### config.mk
export PLATFORM = sky130hd
export DESIGN_NAME = via_top
export DESIGN_NICKNAME = d
export VERILOG_FILES = /design/src/verilog/via_pkg.sv /design/src/verilog/via_top.sv /design/src/verilog/via_pin_edge.sv /design/src/verilog/via_first_set.sv
export VERILOG_INCLUDE_DIRS = /design/src /design/src/verilog
export SDC_FILE = /design/constraint.sdc
export NUM_CORES = 1
export LEC_CHECK = 0
export ABC_AREA = 1
export BUFFER_PORTS_ARGS = -buffer_cell sky130_fd_sc_hd__buf_2
export CAP_MARGIN = 20
export CORE_MARGIN = 3
export CORE_UTILIZATION = 35
export DETAILED_ROUTE_END_ITERATION = 10
export GPL_ROUTABILITY_DRIVEN = 1
export PLACE_DENSITY = 0.6
export RECOVER_POWER = 25
export SYNTH_ARGS = -nofsm -noshare
export SYNTH_HDL_FRONTEND = slang
export SYNTH_HIERARCHICAL = 1
export SYNTH_SLANG_ARGS = --single-unit
### constraint.sdc
create_clock -name sys_clk -period 2.78 [get_ports sys_clk]
set_clock_uncertainty 0.05 [all_clocks]
set_input_delay 0.556 -clock sys_clk [delete_from_list [all_inputs] [get_ports sys_clk]]
set_output_delay 0.556 -clock sys_clk [all_outputs]
set_load 0.05 [all_outputs]
### src/verilog/via_cfg.svh
// How it works
// - fixed default priority, level 0 highest, 24 lowest
// - two-wire and muldiv share level 22, 0034H
// - timer1 match a: level 23, vector 0038H
// - timer1 match b: level 24, vector 003AH
// - low voltage is interrupt while mode bit 0
// - mode bit 1: low voltage becomes reset source
// - clocked serial and async tx share flags
// - build parameter drops muldiv and timer1 sources
// - request, mask, priority flags per source, 4x8
// - pin edges per rising/falling enable registers
// - global enable and in-service priority gate acceptance
// - break instruction ignores enable and priority
// - acknowledge or reset clears request flag
// - reset loads the four interrupt mask registers with FFH, the event mask with 00H
`ifndef VIA_CFG_SVH
`define VIA_CFG_SVH

// ==========================================================
// register offsets
// ==========================================================
`define VIA_OFS_REQ0L 8'h00
`define VIA_OFS_MSK0L 8'h04
`define VIA_OFS_PRI0L 8'h08
`define VIA_OFS_RISE 8'h0C
`define VIA_OFS_FALL 8'h0D
`define VIA_OFS_STWORD 8'h0E
`define VIA_OFS_LVDC 8'h0F
`define VIA_OFS_EVT_STAT 8'h10
`define VIA_OFS_EVT_MASK 8'h11
`define VIA_OFS_VEC_LO 8'h12
`define VIA_OFS_VEC_HI 8'h13

// ==========================================================
// field positions and reset values
// ==========================================================
`define VIA_STW_GIE_BIT 7
`define VIA_STW_INSVC_BIT 1
`define VIA_STW_RST 8'h02
`define VIA_LVD_MODE_BIT 1
`define VIA_MSK_RST 32'hFFFF_FFFF
`define VIA_REQ_RST 32'h0000_0000
`define VIA_EVT_ACK_BIT 0
`define VIA_EVT_BREAK_BIT 1
`define VIA_EVT_LVR_BIT 2

// ==========================================================
// vector addresses and flag positions
// ==========================================================
`define VIA_VEC_BASE 16'h0004
`define VIA_VEC_L22 16'h0034
`define VIA_VEC_L23 16'h0038
`define VIA_VEC_L24 16'h003A
`define VIA_VEC_BREAK 16'h003E
`define VIA_VEC_RESET 16'h0000
`define VIA_POS_L22 5'd24
`define VIA_POS_L23 5'd26
`define VIA_POS_L24 5'd27
`define VIA_NUM_LEVELS 25

`endif

### src/verilog/via_pkg.sv
// ==========================================================
// shared types
// ==========================================================
package via_pkg;
   // which kind of entry the cpu was sent to
   typedef enum logic [1:0]
   {
      VIA_ENTRY_NONE = 2'b00,
      VIA_ENTRY_MASKABLE = 2'b01,
      VIA_ENTRY_BREAK = 2'b10
   } via_entry_t;
   // default priority level index
   typedef logic [4:0] via_level_t;
endpackage

### src/verilog/via_top.sv
`timescale 1ns/100ps
`include "via_cfg.svh"
// ==========================================================
// vectored interrupt arbiter
// ==========================================================
module via_top
#(
   parameter bit LARGE_VARIANT = 1'b1 // muldiv and timer1 present
)
(
   input wire logic sys_clk,
   input wire logic rst_n,
   // register port
   input wire logic [7:0] reg_addr,
   input wire logic [7:0] reg_wdata,
   input wire logic reg_wr,
   input wire logic reg_rd,
   output logic [7:0] reg_rdata,
   // request sources
   input wire logic low_voltage_event,
   input wire logic [5:0] ext_pin_in,
   input wire logic clocked_serial_done_irq,
   input wire logic async_tx_done_irq,
   input wire logic key_input_irq,
   input wire logic two_wire_done_irq,
   input wire logic muldiv_done_irq,
   input wire logic timer1_match_a_irq,
   input wire logic timer1_match_b_irq,
   input wire logic [12:0] plain_irq,
   // cpu core side
   input wire logic break_instruction,
   input wire logic cpu_ack,
   output logic int_req,
   output logic [15:0] entry_vector,
   output logic entry_valid,
   output via_pkg::via_entry_t entry_kind,
   output logic lvd_reset_req,
   output logic [15:0] reset_vector,
   output logic evt_irq
);
   localparam int NL = `VIA_NUM_LEVELS;

   // ==========================================================
   // storage
   // ==========================================================
   logic [31:0] req_q, req_d;   // request flags, four bytes
   logic [31:0] msk_q;          // mask flags
   logic [31:0] pri_q;          // priority select flags
   logic [5:0] rise_q;          // rising edge enables
   logic [5:0] fall_q;          // falling edge enables
   logic gie_q;                 // global enable
   logic insvc_q;               // in-service priority
   logic lvd_mode_q;            // low voltage mode select
   logic [2:0] evt_q, evt_d;    // sticky event status
   logic [2:0] evt_msk_q;       // event mask
   logic [7:0] rdata_q;         // registered read data
   logic [15:0] vec_q;          // last entry vector
   logic vld_q;                 // entry pulse
   via_pkg::via_entry_t kind_q; // kind of last entry
   logic lvr_q;                 // reset request pulse

   // ==========================================================
   // level to flag bit mapping
   // ==========================================================
   function automatic logic [4:0] flag_pos(input via_pkg::via_level_t l);
      begin
         if (l == 5'd22)
            flag_pos = `VIA_POS_L22;
         else if (l == 5'd23)
            flag_pos = `VIA_POS_L23;
         else if (l == 5'd24)
            flag_pos = `VIA_POS_L24;
         else
            flag_pos = l;
      end
   endfunction

   // vector table address for a level
   function automatic logic [15:0] level_vec(input via_pkg::via_level_t l);
      begin
         if (l == 5'd22)
            level_vec = `VIA_VEC_L22;
         else if (l == 5'd23)
            level_vec = `VIA_VEC_L23;
         else if (l == 5'd24)
            level_vec = `VIA_VEC_L24;
         else
            level_vec = `VIA_VEC_BASE + {10'h000, l, 1'b0};
      end
   endfunction

   // ==========================================================
   // pin edge detection
   // ==========================================================
   logic [5:0] pin_edge; // one pulse per detected edge

   // one detector per pin
   generate
      for (genvar g = 0; g < 6; g++)
      begin : g_pin
         via_pin_edge u_edge
         (
            .sys_clk(sys_clk),
            .rst_n(rst_n),
            .pin(ext_pin_in[g]),
            .rise_en(rise_q[g]),
            .fall_en(fall_q[g]),
            .edge_pulse(pin_edge[g])
         );
      end
   endgenerate

   // ==========================================================
   // request set vector
   // ==========================================================
   logic [31:0] req_set; // flags raised this cycle
   logic lvd_is_irq;     // low voltage routed as interrupt
   logic big;            // larger variant sources present

   // collect every source onto its flag bit
   always_comb
   begin
      big = LARGE_VARIANT;
      lvd_is_irq = ~lvd_mode_q;
      req_set = '0;
      req_set[0] = low_voltage_event & lvd_is_irq;
      req_set[6:1] = pin_edge;
      req_set[9:7] = plain_irq[2:0];
      // either serial source raises the shared flag
      req_set[10] = clocked_serial_done_irq | async_tx_done_irq;
      req_set[19:11] = plain_irq[11:3];
      req_set[20] = key_input_irq;
      req_set[21] = plain_irq[12];
      // muldiv shares the two-wire flag
      req_set[24] = two_wire_done_irq | (big & muldiv_done_irq);
      req_set[26] = big & timer1_match_a_irq;
      req_set[27] = big & timer1_match_b_irq;
   end

   // ==========================================================
   // arbitration
   // ==========================================================
   logic [NL-1:0] pend;   // unmasked pending per level
   logic [NL-1:0] grp_hi; // priority flag 0 group
   logic [NL-1:0] grp_lo; // priority flag 1 group
   logic fnd_hi, fnd_lo;  // group has a request
   via_pkg::via_level_t idx_hi, idx_lo; // group winners
   via_pkg::via_level_t win;  // overall winner
   logic win_pri;         // winner's priority flag
   logic [4:0] pos;       // scratch flag position

   // gather pending levels, masked ones drop out
   always_comb
   begin
      pend = '0;
      grp_hi = '0;
      grp_lo = '0;
      pos = '0;
      for (int i = 0; i < NL; i++)
      begin
         pos = flag_pos(via_pkg::via_level_t'(i));
         pend[i] = req_q[pos] & ~msk_q[pos];
         grp_hi[i] = pend[i] & ~pri_q[pos];
         grp_lo[i] = pend[i] & pri_q[pos];
      end
   end

   // default order inside the high group
   via_first_set #(.N(NL)) u_hi
   (
      .vec(grp_hi),
      .found(fnd_hi),
      .idx(idx_hi)
   );

   // default order inside the low group
   via_first_set #(.N(NL)) u_lo
   (
      .vec(grp_lo),
      .found(fnd_lo),
      .idx(idx_lo)
   );

   // high group beats low group, low blocked by in-service flag
   always_comb
   begin
      if (fnd_hi)
      begin
         win = idx_hi;
         win_pri = 1'b0;
      end
      else
      begin
         win = idx_lo;
         win_pri = 1'b1;
      end
      int_req = gie_q & (fnd_hi | (fnd_lo & insvc_q));
   end

   // ==========================================================
   // acknowledge and break
   // ==========================================================
   logic take_break; // break entry this cycle
   logic take_int; // maskable entry this cycle

   // break goes first and needs no enable
   always_comb
   begin
      take_break = break_instruction;
      take_int = cpu_ack & int_req & ~break_instruction;
   end

   // ==========================================================
   // register decode
   // ==========================================================
   logic wr_req, wr_msk, wr_pri; // byte group hit
   logic [1:0] lane;             // byte within group

   // decode which flag byte is written
   always_comb
   begin
      lane = reg_addr[1:0];
      wr_req = reg_wr & (reg_addr[7:2] == `VIA_OFS_REQ0L >> 2);
      wr_msk = reg_wr & (reg_addr[7:2] == `VIA_OFS_MSK0L >> 2);
      wr_pri = reg_wr & (reg_addr[7:2] == `VIA_OFS_PRI0L >> 2);
   end

   // next request flags: write, then ack clear, set wins
   always_comb
   begin
      req_d = req_q;
      if (wr_req)
         req_d[lane*8 +: 8] = reg_wdata;
      if (take_int)
         req_d[flag_pos(win)] = 1'b0;
      req_d = req_d | req_set;
   end

   // request flags, cleared by reset
   always_ff @(posedge sys_clk or negedge rst_n)
   begin
      if (!rst_n)
         req_q <= `VIA_REQ_RST;
      else
         req_q <= req_d;
   end

   // mask flags, all set after reset
   always_ff @(posedge sys_clk or negedge rst_n)
   begin
      if (!rst_n)
         msk_q <= `VIA_MSK_RST;
      else if (wr_msk)
         msk_q[lane*8 +: 8] <= reg_wdata;
   end

   // priority select flags
   always_ff @(posedge sys_clk or negedge rst_n)
   begin
      if (!rst_n)
         pri_q <= `VIA_MSK_RST;
      else if (wr_pri)
         pri_q[lane*8 +: 8] <= reg_wdata;
   end

   // edge enables and low voltage mode
   always_ff @(posedge sys_clk or negedge rst_n)
   begin
      if (!rst_n)
      begin
         rise_q <= '0;
         fall_q <= '0;
         lvd_mode_q <= 1'b0;
      end
      else if (reg_wr)
      begin
         if (reg_addr == `VIA_OFS_RISE)
            rise_q <= reg_wdata[5:0];
         if (reg_addr == `VIA_OFS_FALL)
            fall_q <= reg_wdata[5:0];
         if (reg_addr == `VIA_OFS_LVDC)
            lvd_mode_q <= reg_wdata[`VIA_LVD_MODE_BIT];
      end
   end

   // literal bits cannot be selected directly, so name the word
   localparam logic [7:0] STW_RST = `VIA_STW_RST; // status word reset

   // status word: entries clear enable, maskable entry loads in-service flag
   always_ff @(posedge sys_clk or negedge rst_n)
   begin
      if (!rst_n)
      begin
         gie_q <= STW_RST[`VIA_STW_GIE_BIT];
         insvc_q <= STW_RST[`VIA_STW_INSVC_BIT];
      end
      else if (take_break)
         gie_q <= 1'b0;
      else if (take_int)
      begin
         gie_q <= 1'b0;
         insvc_q <= win_pri;
      end
      else if (reg_wr && reg_addr == `VIA_OFS_STWORD)
      begin
         gie_q <= reg_wdata[`VIA_STW_GIE_BIT];
         insvc_q <= reg_wdata[`VIA_STW_INSVC_BIT];
      end
   end

   // ==========================================================
   // entry outputs
   // ==========================================================
   // vector, kind and pulse one cycle after the entry
   always_ff @(posedge sys_clk or negedge rst_n)
   begin
      if (!rst_n)
      begin
         vec_q <= `VIA_VEC_RESET;
         vld_q <= 1'b0;
         kind_q <= via_pkg::VIA_ENTRY_NONE;
      end
      else
      begin
         vld_q <= take_break | take_int;
         if (take_break)
         begin
            vec_q <= `VIA_VEC_BREAK;
            kind_q <= via_pkg::VIA_ENTRY_BREAK;
         end
         else if (take_int)
         begin
            vec_q <= level_vec(win);
            kind_q <= via_pkg::VIA_ENTRY_MASKABLE;
         end
      end
   end

   // low voltage as reset source, one cycle pulse
   always_ff @(posedge sys_clk or negedge rst_n)
   begin
      if (!rst_n)
         lvr_q <= 1'b0;
      else
         lvr_q <= low_voltage_event & lvd_mode_q;
   end

   // ==========================================================
   // event status, read clears, set wins
   // ==========================================================
   logic rd_evt; // status read this cycle

   // next sticky status
   always_comb
   begin
      rd_evt = reg_rd & (reg_addr == `VIA_OFS_EVT_STAT);
      evt_d = rd_evt ? 3'b000 : evt_q;
      evt_d[`VIA_EVT_ACK_BIT] = evt_d[`VIA_EVT_ACK_BIT] | take_int;
      evt_d[`VIA_EVT_BREAK_BIT] = evt_d[`VIA_EVT_BREAK_BIT] | take_break;
      evt_d[`VIA_EVT_LVR_BIT] = evt_d[`VIA_EVT_LVR_BIT] |
                                (low_voltage_event & lvd_mode_q);
   end

   // status and mask registers
   always_ff @(posedge sys_clk or negedge rst_n)
   begin
      if (!rst_n)
      begin
         evt_q <= '0;
         evt_msk_q <= '0;
      end
      else
      begin
         evt_q <= evt_d;
         if (reg_wr && reg_addr == `VIA_OFS_EVT_MASK)
            evt_msk_q <= reg_wdata[2:0];
      end
   end

   // ==========================================================
   // read path
   // ==========================================================
   // read data registered, unmapped reads zero
   always_ff @(posedge sys_clk or negedge rst_n)
   begin
      if (!rst_n)
         rdata_q <= '0;
      else if (reg_rd)
      begin
         case (reg_addr)
            8'h00, 8'h01, 8'h02, 8'h03:
               rdata_q <= req_q[lane*8 +: 8];
            8'h04, 8'h05, 8'h06, 8'h07:
               rdata_q <= msk_q[lane*8 +: 8];
            8'h08, 8'h09, 8'h0A, 8'h0B:
               rdata_q <= pri_q[lane*8 +: 8];
            `VIA_OFS_RISE:
               rdata_q <= {2'b00, rise_q};
            `VIA_OFS_FALL:
               rdata_q <= {2'b00, fall_q};
            `VIA_OFS_STWORD:
               rdata_q <= {gie_q, 5'b00000, insvc_q, 1'b0};
            `VIA_OFS_LVDC:
               rdata_q <= {6'b000000, lvd_mode_q, 1'b0};
            `VIA_OFS_EVT_STAT:
               rdata_q <= {5'b00000, evt_q};
            `VIA_OFS_EVT_MASK:
               rdata_q <= {5'b00000, evt_msk_q};
            `VIA_OFS_VEC_LO:
               rdata_q <= vec_q[7:0];
            `VIA_OFS_VEC_HI:
               rdata_q <= vec_q[15:8];
            default:
               rdata_q <= '0;
         endcase
      end
      else
         rdata_q <= '0;
   end

   // drive outputs
   always_comb
   begin
      reg_rdata = rdata_q;
      entry_vector = vec_q;
      entry_valid = vld_q;
      entry_kind = kind_q;
      lvd_reset_req = lvr_q;
      reset_vector = `VIA_VEC_RESET;
      evt_irq = |(evt_q & evt_msk_q);
   end
endmodule

### src/verilog/via_pin_edge.sv
`timescale 1ns/100ps
// ==========================================================
// edge detector for one external pin
// ==========================================================
module via_pin_edge
(
   input wire logic sys_clk,
   input wire logic rst_n,
   input wire logic pin,      // pin level
   input wire logic rise_en,  // rising edge enable
   input wire logic fall_en,  // falling edge enable
   output logic edge_pulse    // one cycle on a chosen edge
);
   logic prev_q; // pin level last cycle

   // remember last level
   always_ff @(posedge sys_clk or negedge rst_n)
   begin
      if (!rst_n)
         prev_q <= 1'b0;
      else
         prev_q <= pin;
   end

   // pick edges by enables
   always_comb
   begin
      edge_pulse = (rise_en & pin & ~prev_q) |
                   (fall_en & ~pin & prev_q);
   end
endmodule

### src/verilog/via_first_set.sv
`timescale 1ns/100ps
// ==========================================================
// finds the lowest set bit, lowest index wins
// ==========================================================
module via_first_set
#(
   parameter int N = 25
)
(
   input wire logic [N-1:0] vec, // candidate requests
   output logic found,           // any bit set
   output via_pkg::via_level_t idx // lowest set index
);
   // scan from top down so the lowest index is kept
   always_comb
   begin
      found = 1'b0;
      idx = '0;
      for (int i = N - 1; i >= 0; i--)
      begin
         if (vec[i])
         begin
            found = 1'b1;
            idx = via_pkg::via_level_t'(i);
         end
      end
   end
endmodule

# --- After elaboration in Yosys (flattened, before gate mapping) ---
# Cells that the tools add are included.
# W data, S select, Z words.
word_totals:
  register_bits: 151
  input_bits: 49
  out_inout_bits: 46
  word_cells: 388
classes:
  addsub: 2
  magnitude_cmp: 2
  eq_ne: 24
  shift: 5
  n_mux: 128
  n_bitwise: 190
  reduce_logical: 16
ops:
  columns: ["op", "n"]
  rows:
  - ["$mux W5", 55]
  - ["$and A1 B1 Y1", 109]
  - ["$bwmux W32", 3]
  - ["$shiftx A32 B6 Y8", 3]
  - ["$pmux W8 S11", 1]
  - ["$mux W16", 5]
  - ["$eq A8 B4 Y1 const B", 8]
  - ["$mux W32", 2]
  - ["$not A1 Y1", 64]
  - ["$mux W1", 57]
  - ["$neg A5 Y34", 1]
  - ["$shift A8 B34 Y32 const A", 1]
  - ["$shiftx A8 B34 Y32", 1]
  - ["$and A32 B32 Y32", 1]
  - ["$eq A8 B3 Y1 const B", 4]
  - ["$eq A8 B5 Y1 const B", 4]
  - ["$not A32 Y32", 1]
  - ["$or A32 B28 Y32", 1]
  - ["$eq A8 B2 Y1 const B", 2]
  - ["$eq A5 B5 Y1 const B", 3]
  - ["$or A1 B1 Y1", 13]
  - ["$reduce_or A4 Y1", 3]
  - ["$eq A8 B1 Y1 const B", 1]
  - ["$logic_not A8 Y1", 1]
  - ["other kinds (16)", 23]

# --- Depth between registers and ports, before layout ---
# Gate-level depths: netlist of run 1.
logic_depth:
  word_depth: 42
  depth_mapped: 33
  depth_no_buf: 33

# --- Modules after synthesis ---
# The synthesis of run 1 kept the hierarchy.
by_module_without_submodules:
  columns: ["module", "instances", "cells_each", "area_per_inst_um2", "seq_area_each_um2"]
  rows:
  - ["via_top", 1, 1054, 7940.1, 3459.6]
  - ["via_first_set", 2, 77, 357.8, 0.0]
  - ["via_pin_edge", 6, 6, 46.3, 25.0]

# --- Worst setup path before layout of run 1 ---
# OpenSTA, ideal clock, no wires.
synth_timing:
  path_kind: "register to register"
  start: "register pri_q[24]"
  end: "register req_q[18]"
  setup_ns: 0.120
  t_arrival_ns: 2.739
  required_time_ns: 2.610
  setup_slack_ns: -0.130
  path_stages_with_launch: 32
  path_buffers: 0
  synth_period_minus_slack_ns: 2.910
  path_cell_list: "dfstp_2 inv_1 nor3_1 inv_1 nand2_1 nand2_1 nand2_1 nand2_1 nand2_1 nand2_1 nand2_1 nand2_1 nand2_1 nand2_1 nand2_1 nand2_1 nand2_1 nand2_1 nand2_1 nand2_1 nand2_1 nand2_1 nand2_1 a21oi_2 o21ai_0 nand3_2 nand2_4 nand2_8 nor2_4 nand2_2 o21ai_1 nand2_1"
synth_between:
  elab_cells_between_ends: 117
  classes_between: "order compare: 2; eq/ne: 3; mux: 100; bitwise: 11; reduce/logical: 1"
synth_lines:
  columns: ["item", "line_no", "rtl"]
  rows:
  - ["from (decl)", "via_top.sv:48", "logic [31:0] pri_q;"]
  - ["from (signal assigned)", "via_top.sv:261", "pri_q <= `VIA_MSK_RST;"]
  - ["from (signal, indexed assignment)", "via_top.sv:263", "pri_q[lane*8 +: 8] <= reg_wdata;"]
  - ["$and A1 B1 Y1 (*)", "via_top.sv:164", "grp_lo[i] = pend[i] & pri_q[pos];"]
  - ["via grp_lo[22]", "via_top.sv:145", "logic [NL-1:0] grp_lo;"]
  - ["$mux W5 (*) (23 in a row)", "via_first_set.sv:21", "if (vec[i])"]
  - ["via idx_lo[0]", "via_top.sv:147", "via_pkg::via_level_t idx_hi, idx_lo;"]
  - ["$mux W5 (*)", "via_top.sv:187", "if (fnd_hi)"]
  - ["$eq A5 B5 Y1", "via_top.sv:71", "else if (l == 5'd24)"]
  - ["$mux W5", "via_top.sv:71", null]
  - ["$mux W5", "via_top.sv:69", "else if (l == 5'd23)"]
  - ["[... 3 more ...]", null, null]
  - ["$logic_and A1 B1 Y1 (implied by the code)", "via_top.sv:235", "req_d[flag_pos(win)] = 1'b0;"]
  - ["$mux W1 (implied by the code)", "via_top.sv:235", null]
  - ["$demux W1 S5 (*)", null, null]
  - ["$not A32 Y32 (no source line) (*)", null, null]
  - ["$and A32 B32 Y32 (no source line) (*)", null, null]
  - ["$mux W32 (*)", "via_top.sv:234", "if (take_int)"]
  - ["$or A32 B28 Y32 (*)", "via_top.sv:236", "req_d = req_d | req_set;"]
  - ["via req_d[18]", "via_top.sv:46", "logic [31:0] req_q, req_d;"]
  - ["to (signal assigned)", "via_top.sv:243", "req_q <= `VIA_REQ_RST;"]
  - ["to (signal assigned)", "via_top.sv:245", "req_q <= req_d;"]
  - ["to (decl)", "via_top.sv:46", null]
# The timed path passes the listed nets; every way through them passes the cells marked *. The select of a mux whose other input is x is not followed.
# A chain may end at the register's enable or synchronous reset.

# --- Final worst setup path of run 1 ---
layout_timing:
  start: "register msk_q[26]"
  end: "output port int_req"
layout_between:
  elab_chain_len: 30
  elab_cells_between_ends: 55
  classes_between: "mux: 48; bitwise: 7"
layout_lines:
  columns: ["item", "line_no", "rtl"]
  rows:
  - ["from (decl)", "via_top.sv:47", "logic [31:0] msk_q;"]
  - ["from (signal assigned)", "via_top.sv:252", "msk_q <= `VIA_MSK_RST;"]
  - ["from (signal, indexed assignment)", "via_top.sv:254", "msk_q[lane*8 +: 8] <= reg_wdata;"]
  - ["$not A1 Y1", "via_top.sv:162", "pend[i] = req_q[pos] & ~msk_q[pos];"]
  - ["$and A1 B1 Y1", "via_top.sv:162", null]
  - ["$and A1 B1 Y1", "via_top.sv:164", null]
  - ["via grp_lo[23]", "via_top.sv:145", null]
  - ["$mux W1 (24 in a row)", "via_first_set.sv:21", null]
  - ["via fnd_lo", "via_top.sv:146", "logic fnd_hi, fnd_lo;"]
  - ["$and A1 B1 Y1", "via_top.sv:197", "int_req = gie_q & (fnd_hi | (fnd_lo & insvc_q));"]
  - ["$or A1 B1 Y1", "via_top.sv:197", null]
  - ["$and A1 B1 Y1", "via_top.sv:197", null]
  - ["to (decl)", "via_top.sv:33", "output logic int_req,"]
# The timed path passes the listed nets, and every way through them passes these cells.

==> results of run 1 <==
sequential cells by signal, indices dropped and copies added (netlist names), 6 cells and up:
name / count
entry_vector: 6
fall_q: 6
g_pin.u_edge/prev_q: 6
msk_q: 32
pri_q: 32
reg_rdata: 8
req_q: 32
rise_q: 6
cell type report:
cell class	instances	area, um2
Fill cell	2474	12700
Multi-Input combinational cell	876	4810
Sequential cell	141	3610
Timing Repair Buffer	241	1750
Inverter	188	778
Clock buffer	18	439
Tap cell	324	405
Clock inverter	14	183
worst max-delay path, stage by stage, from the launching register on:
cell	delay [ns]
dfstp_2	0.56
buf_4	0.13
nor3_4	0.05
buf_4	0.13
nor4_2	0.31
nand2_1	0.10
nor2_1	0.15
buf_4	0.13
nand3_1	0.18
nand2_2	0.16
a21oi_4	0.07
buf_6	0.15
layer usage:
layer	vias up	routed length, um
met5	-	0
met4	0	1420
met3	96	2540
met2	397	16100
met1	4466	15200
li1	4419	-
path summary, 6_finish.rpt:
path | startpoint | depth (start not counted) | endpoint
min in group asynchronous | rst_n | 1 | req_q[18]
hold / removal | ext_pin_in[2] | 1 | g_pin[2].u_edge/prev_q
hold reg to reg | entry_kind[0] | 2 | entry_kind[0]
setup / recovery | msk_q[26] | 11 | int_req
setup reg to reg | pri_q[17] | 29 | req_q[13]
max in group asynchronous | rst_n | 2 | pri_q[7]
stage by stage:
stage	instance area [um2]	util [%]	setup TNS, ns
3_3_place_gp	10700	43.2	-10.18
3_5_place_dp	10700	43.2	-12.27
6_report	12000	48.5	-9.48
5_1_grt	12000	48.5	-18.30
2_1_floorplan	9050	-	0
4_1_cts	11900	48.0	-5.76
cell families after synthesis:
kind of cell / count (synthesis)
and+or+nand+nor: 657
xor gates and xnor gates: 2
adders and majority gates: 5
DFF: 141
other: 1
AOI/OAI and AO/OA: 165
buffers and inverters: 252
muxes: 21
where the power goes:
part,internal [W],switching (W),total (W)
Clock,0.00146,0.00100,0.00246
Sequential,0.00222,0.000104,0.00233
Combinational,0.000953,0.00162,0.00257
Total,0.00463,0.00272,0.00736
cells in the mapped netlist (2+ instances only):
| library cell | number |
|---|---|
| nor4_1 | 10 |
| a21oi_2 | 5 |
| a31oi_1 | 2 |
| nand3_2 | 3 |
| buf_4 | 26 |
| o221ai_1 | 2 |
| buf_1 | 2 |
| nand3_4 | 2 |
| mux2_2 | 20 |
| nor3b_1 | 4 |
| buf_2 | 20 |
| nand4_1 | 12 |
| nand3_1 | 126 |
| nor3_1 | 74 |
| nand2_2 | 12 |
| dfstp_2 | 65 |
| a211oi_1 | 3 |
| nor2_1 | 110 |
| clkbuf_1 | 16 |
| ha_1 | 5 |
| o21ai_1 | 21 |
| o21bai_1 | 6 |
| dfrtp_1 | 76 |
| inv_2 | 8 |
| nor2_2 | 3 |
| nor2_4 | 4 |
| o22ai_1 | 11 |
| xor2_1 | 2 |
| nand2_1 | 291 |
| bufinv_8 | 4 |
| clkinv_1 | 7 |
| inv_1 | 167 |
| a21oi_1 | 20 |
| nand2_4 | 2 |
| a221oi_1 | 3 |
| o21ai_0 | 88 |
timing repair:
| action | in CTS | in global routing |
|---|---|---|
| gates resized for setup | 107 | 22 |
| setup endpoints to repair | 40 | 40 |
| hold buffers | 0 | 0 |
| buffers inserted | 14 | 8 |
| pin swaps | 21 | 13 |
==> summary.txt, run 1 <==
Cells and area
  – Layout cell share with drive strength beyond 1: 32.5%
  – NumNets Final: 1519
  – Area Growth Syn to Fin: 34.0%
  – Commonest non-fill, non-tap cell in the layout: nand2_1
  – Number of diodes: 0
  – Most frequent cells in the layout: nand2_1, inv_1, buf_4
  – Cell Count, Final, Fillers Out: 1802

Synth
  – Top_reg_cell synth: dfrtp_1
  – Sequential-to-total area share from yosys stat: 40.4%
  – Largest cells by area after synthesis: dfrtp_1, dfstp_2, nand2_1, nand3_1, inv_1
  – Largest family of logic cells by synthesized area: simple AND/OR/NAND/NOR gates
  – Synth top area share: 21.3%
  – Async S/R FF share, synth: 100%
  – Yosys warns: 6
  – Cell count after synthesis: 1244
  – Post-synthesis xor/xnor area fraction: less than 1%
  – Syn Area/Cell: between 7 and 8 um2
  – FF+latch count, synth: 141
  – Mapped Area: 8930 um2
  – Post-synth EDFFs: 0
  – Area share of fa/ha/maj cells after synthesis: 0.700%
  – Yosys cell types: 48
  – Post-synthesis mux area share: 2.63%
  – Cell taking the most area after synthesis: dfrtp_1
  – Simple-gate share of the synthesized area: 33.0%
  – Post-synthesis compound-gate area fraction: approximately a tenth

Min path
  – Min-delay worst type: input pin to flip-flop

GRT
  – Met3 Use GR: 5.26%
  – Gr busiest metal: met2
  – First-pass GRT wire length: ~53000 um
  – GR Overflow Total: 0
  – Met1 GRT Util: 33.4%
  – Total Routing Usage GR: 25.1%
  – Met2 Use GR: 40.3%
  – Pin count of the biggest net entering global routing: 62
  – Number of global-route vias before repair: 8986
  – Initial antenna violation count: 0

Clock tree
  – H-tree levels: 4
  – Max Buffers Root-to-Sink: 2
  – Clk Latency, worst-skew pair: 0.44 ns
  – CTS sink count: 141
  – Clock-pin slew on the worst setup and hold paths: 0.06 ns
  – Root Driver: clkbuf_16
  – TritonCTS clock tree: done
  – CTS Buf Count: 17

Die
  – Row count: 57
  – Die Span X: 166 um
  – Initial Util: around 36%
  – Io pins: 95
  – Die Height: 166 um
  – Die ar.: around 27000 um2
  – Area of the core: around 25000 um2

Run status
  – Status: finished with violations
  – Failing checks: capacitance limit, slew limit, setup timing

Placed design
  – GPL Wtd Cong: 0.975
  – DP Worst Slack: -0.482 ns
  – Dpl cells: approximately 1800
  – Post-DP HPWL: roughly 26000 um
  – # port buffers: 68

Power
  – Total power: 0.00736 W
  – Pleak: 5.97 nW
  – Pwr Density: 614 nW/um2
  – Worst VDD drop: 576 uV

Route
  – Initial DRC count: 817
  – Via/cell ratio: about 5.2
  – DRT antenna net count: 0
  – DR WL/cell: between 15 and 20 um
  – Detailed-route via count: 9378
  – DRC viols: 0
  – Router iterations before antenna repair: 5
  – Routed WL: ~35000 um

Timing
  – Worst-margin pin slew: 1.73 ns
  – RSZ-0062 raised after global routing: yes
  – Final worst setup slack: -0.389 ns
  – Final Hold Fails: 0
  – Worst slew margin: -15.6%
  – Min Tclk post-route: 3.17 ns
  – Setup violators final: 39
  – Fmax: roughly 320 MHz
  – Fin crit share: 114%
  – Final Slew Violations: 61
  – Final hold slack: 0.230 ns

Critical path
  – CP Capture Type: output pin
  – Crit path max fanout: 3
  – Critical path launch point type: flip-flop
  – Worst path arrival time: 2.56 ns
  – Req. time, crit path: 2.17 ns
  – Reg2reg setup slack: -0.33 ns
  – Kind of critical path: flip-flop to output pin

Run
  – Max-cap violations: 1
Note: power is estimated with default switching activity, not from simulation.
==> inputs of run 2 (changes only) <==
Settings changed: CORE_MARGIN 3 to unset, CORE_UTILIZATION 35 to 50, PLACE_DENSITY 0.6 to 0.76.
Clock period 2.78 ns to 3.4 ns, I/O delays scaled along.
==> summary.txt, run 2 (same netlist as run 1, synthesis figures left out) <==
Placed design
  – # port buffers: 68
  – Dpl cells: 1552
  – Post-DP HPWL: between 20000 and 25000 um
  – GPL Wtd Cong: 1.00

Cells and area
  – Fin util: 60.8%
  – NumNets Final: 1406
  – Area Growth Syn to Fin: 18.1%
  – Area occupied by multi-input gates: between 4000 and 5000 um2
  – Layout cell share with drive strength beyond 1: approximately a quarter
  – Most frequent cells in the layout: nand2_1, inv_1, nand3_1
  – Commonest non-fill, non-tap cell in the layout: nand2_1
  – Cell Count, Final, Fillers Out: 1591
  – Leading registers by flop count: msk_q (32), pri_q (32), req_q (32)
  – Fillers: between 1500 and 2000
  – Sequential cell area: 3610 um2

Critical path
  – R2R Path End: req_q[12]
  – Reg2reg setup slack: 0.07 ns
  – Critical path launch point type: flip-flop
  – Kind of critical path: flip-flop to flip-flop
  – CP Launch Point: pri_q[26]
  – Req. time, crit path: roughly 3.7 ns
  – Crit path to: req_q[12]
  – CP Capture Type: flip-flop
  – Worst path arrival time: 3.61 ns
  – Crit path max fanout: 6
  – Worst r2r src: pri_q[26]
  – Worst R2R Path Depth: 19

Power
  – Worst VDD drop: 410 uV
  – Pleak: 5.29 nW
  – Pwr Density: 527 nW/um2

Clock tree
  – CTS sink count: 141
  – Root Driver: clkbuf_16
  – Max Buffers Root-to-Sink: 2
  – CTS Buf Count: 17
  – Clk Latency, worst-skew pair: 0.44 ns
  – H-tree levels: 4
  – TritonCTS clock tree: done
  – Clock-pin slew on the worst setup and hold paths: 0.07 ns

GRT
  – Initial antenna violation count: 1
  – Number of global-route vias before repair: just over 8000
  – Total Routing Usage GR: 35.2%
  – Pin count of the biggest net entering global routing: 85
  – First-pass GRT wire length: 47300 um
  – GR Overflow Total: 0

Run status
  – Status: finished with violations
  – Failing checks: capacitance limit, slew limit

Route
  – Initial DRC count: 988
  – Detailed-route via count: 9167
  – Router iterations before antenna repair: 5
  – Via/cell ratio: 5.76
  – DR WL/cell: 19.8 um
  – DRT antenna net count: 0
  – Routed WL: 31600 um
  – DRC viols: 0

Timing
  – Worst slew margin: -49.5%
  – Min Tclk post-route: 3.33 ns
  – Worst-margin pin slew: 2.24 ns
  – Final Slew Violations: between 80 and 90
  – Fmax: 300 MHz
  – Final hold slack: ~0.34 ns
  – Fin crit share: 98.1%
  – RSZ-0062 raised after global routing: yes
  – Final Hold Fails: 0
  – Setup violators final: 0
  – Final setup TNS: 0 ns

Min path
  – Hold Path Origin: ext_pin_in[5]
  – Min-delay worst type: input pin to flip-flop

Die
  – Initial Util: 51.5%
  – Die Span X: 136 um
  – Row count: between 40 and 50
  – Die Height: 136 um
  – Area of the core: 17400 um2
  – Io pins: 95
  – Die ar.: 18400 um2

Run
  – Max-cap violations: 1
run 2: final cells by class:
type                       count  share of cell area (%)
clock buffer                  17                    4.03
multi-input combinational    876                    42.4
tap                          225                    2.67
timing repair buffer         128                    7.54
antenna                        1                  0.0237
inverter                     188                    7.28
sequential                   141                    34.2
clock inverter                15                    1.80
run 2: worst min path at each step:
stage / endpoint / slack [ns] / depth (start not counted)
floorplan: entry_kind[0] / 0.33 / 0
global placement: entry_kind[1] / 0.41 / 2
detailed placement: entry_kind[0] / 0.41 / 2
CTS: req_q[12] / 0.29 / 1
global route: g_pin[4].u_edge/prev_q / 0.33 / 1
finish: g_pin[5].u_edge/prev_q / 0.34 / 1
run 2: power breakdown:
group          switching (W)  total (W)  internal (W)
Combinational        0.00112    0.00166      0.000538
Clock               0.000868    0.00199       0.00112
Sequential         0.0000874    0.00191       0.00182
Total                0.00208    0.00556       0.00348
run 2: timing repair:
action,CTS,global route
hold buffers,0,0
resized for setup,1,44
pin swaps,0,16
setup endpoints to repair,19,33
setup buffers,0,8
cloned,0,0
run 2: metrics by stage:
step / power (W) / instance area (um2) / setup WS (ns)
2_1_floorplan: 0.00287 / 9030 / 0.490
3_3_place_gp: 0.00339 / 9710 / 0.00432
3_5_place_dp: 0.00340 / 9710 / -0.0254
4_1_cts: 0.00540 / 10300 / 0.00780
5_1_grt: 0.00574 / 10500 / -0.0707
6_report: 0.00556 / 10600 / 0.0652
run 2: critical path: stages, from the launching register on:
cell and delay [ns]:
dfstp_2 0.57, inv_1 0.07, nor3_2 0.21, nor2_1 0.08
nor3_1 0.19, nor3_1 0.07, nor3_1 0.19, o21ai_1 0.10
nand2_1 0.07, nand2_1 0.07, nand2_2 0.07, a21oi_2 0.06
a211oi_2 0.26, o21ai_2 0.11, inv_2 0.10, nand3_4 0.11
a21oi_1 0.27, nand2_1 0.21, o21ai_1 0.27, nand2_1 0.07
run 2: layer usage:
metal / GRT usage [%] / vias to the layer above / share of wire [%]
met3: 7.74 / 104 / 10
met4: 19.0 / 0 / 5.1
met1: 45.5 / 4284 / 39
met2: 54.7 / 586 / 46
li1: - / 4193 / -
met5: 0 / - / 0
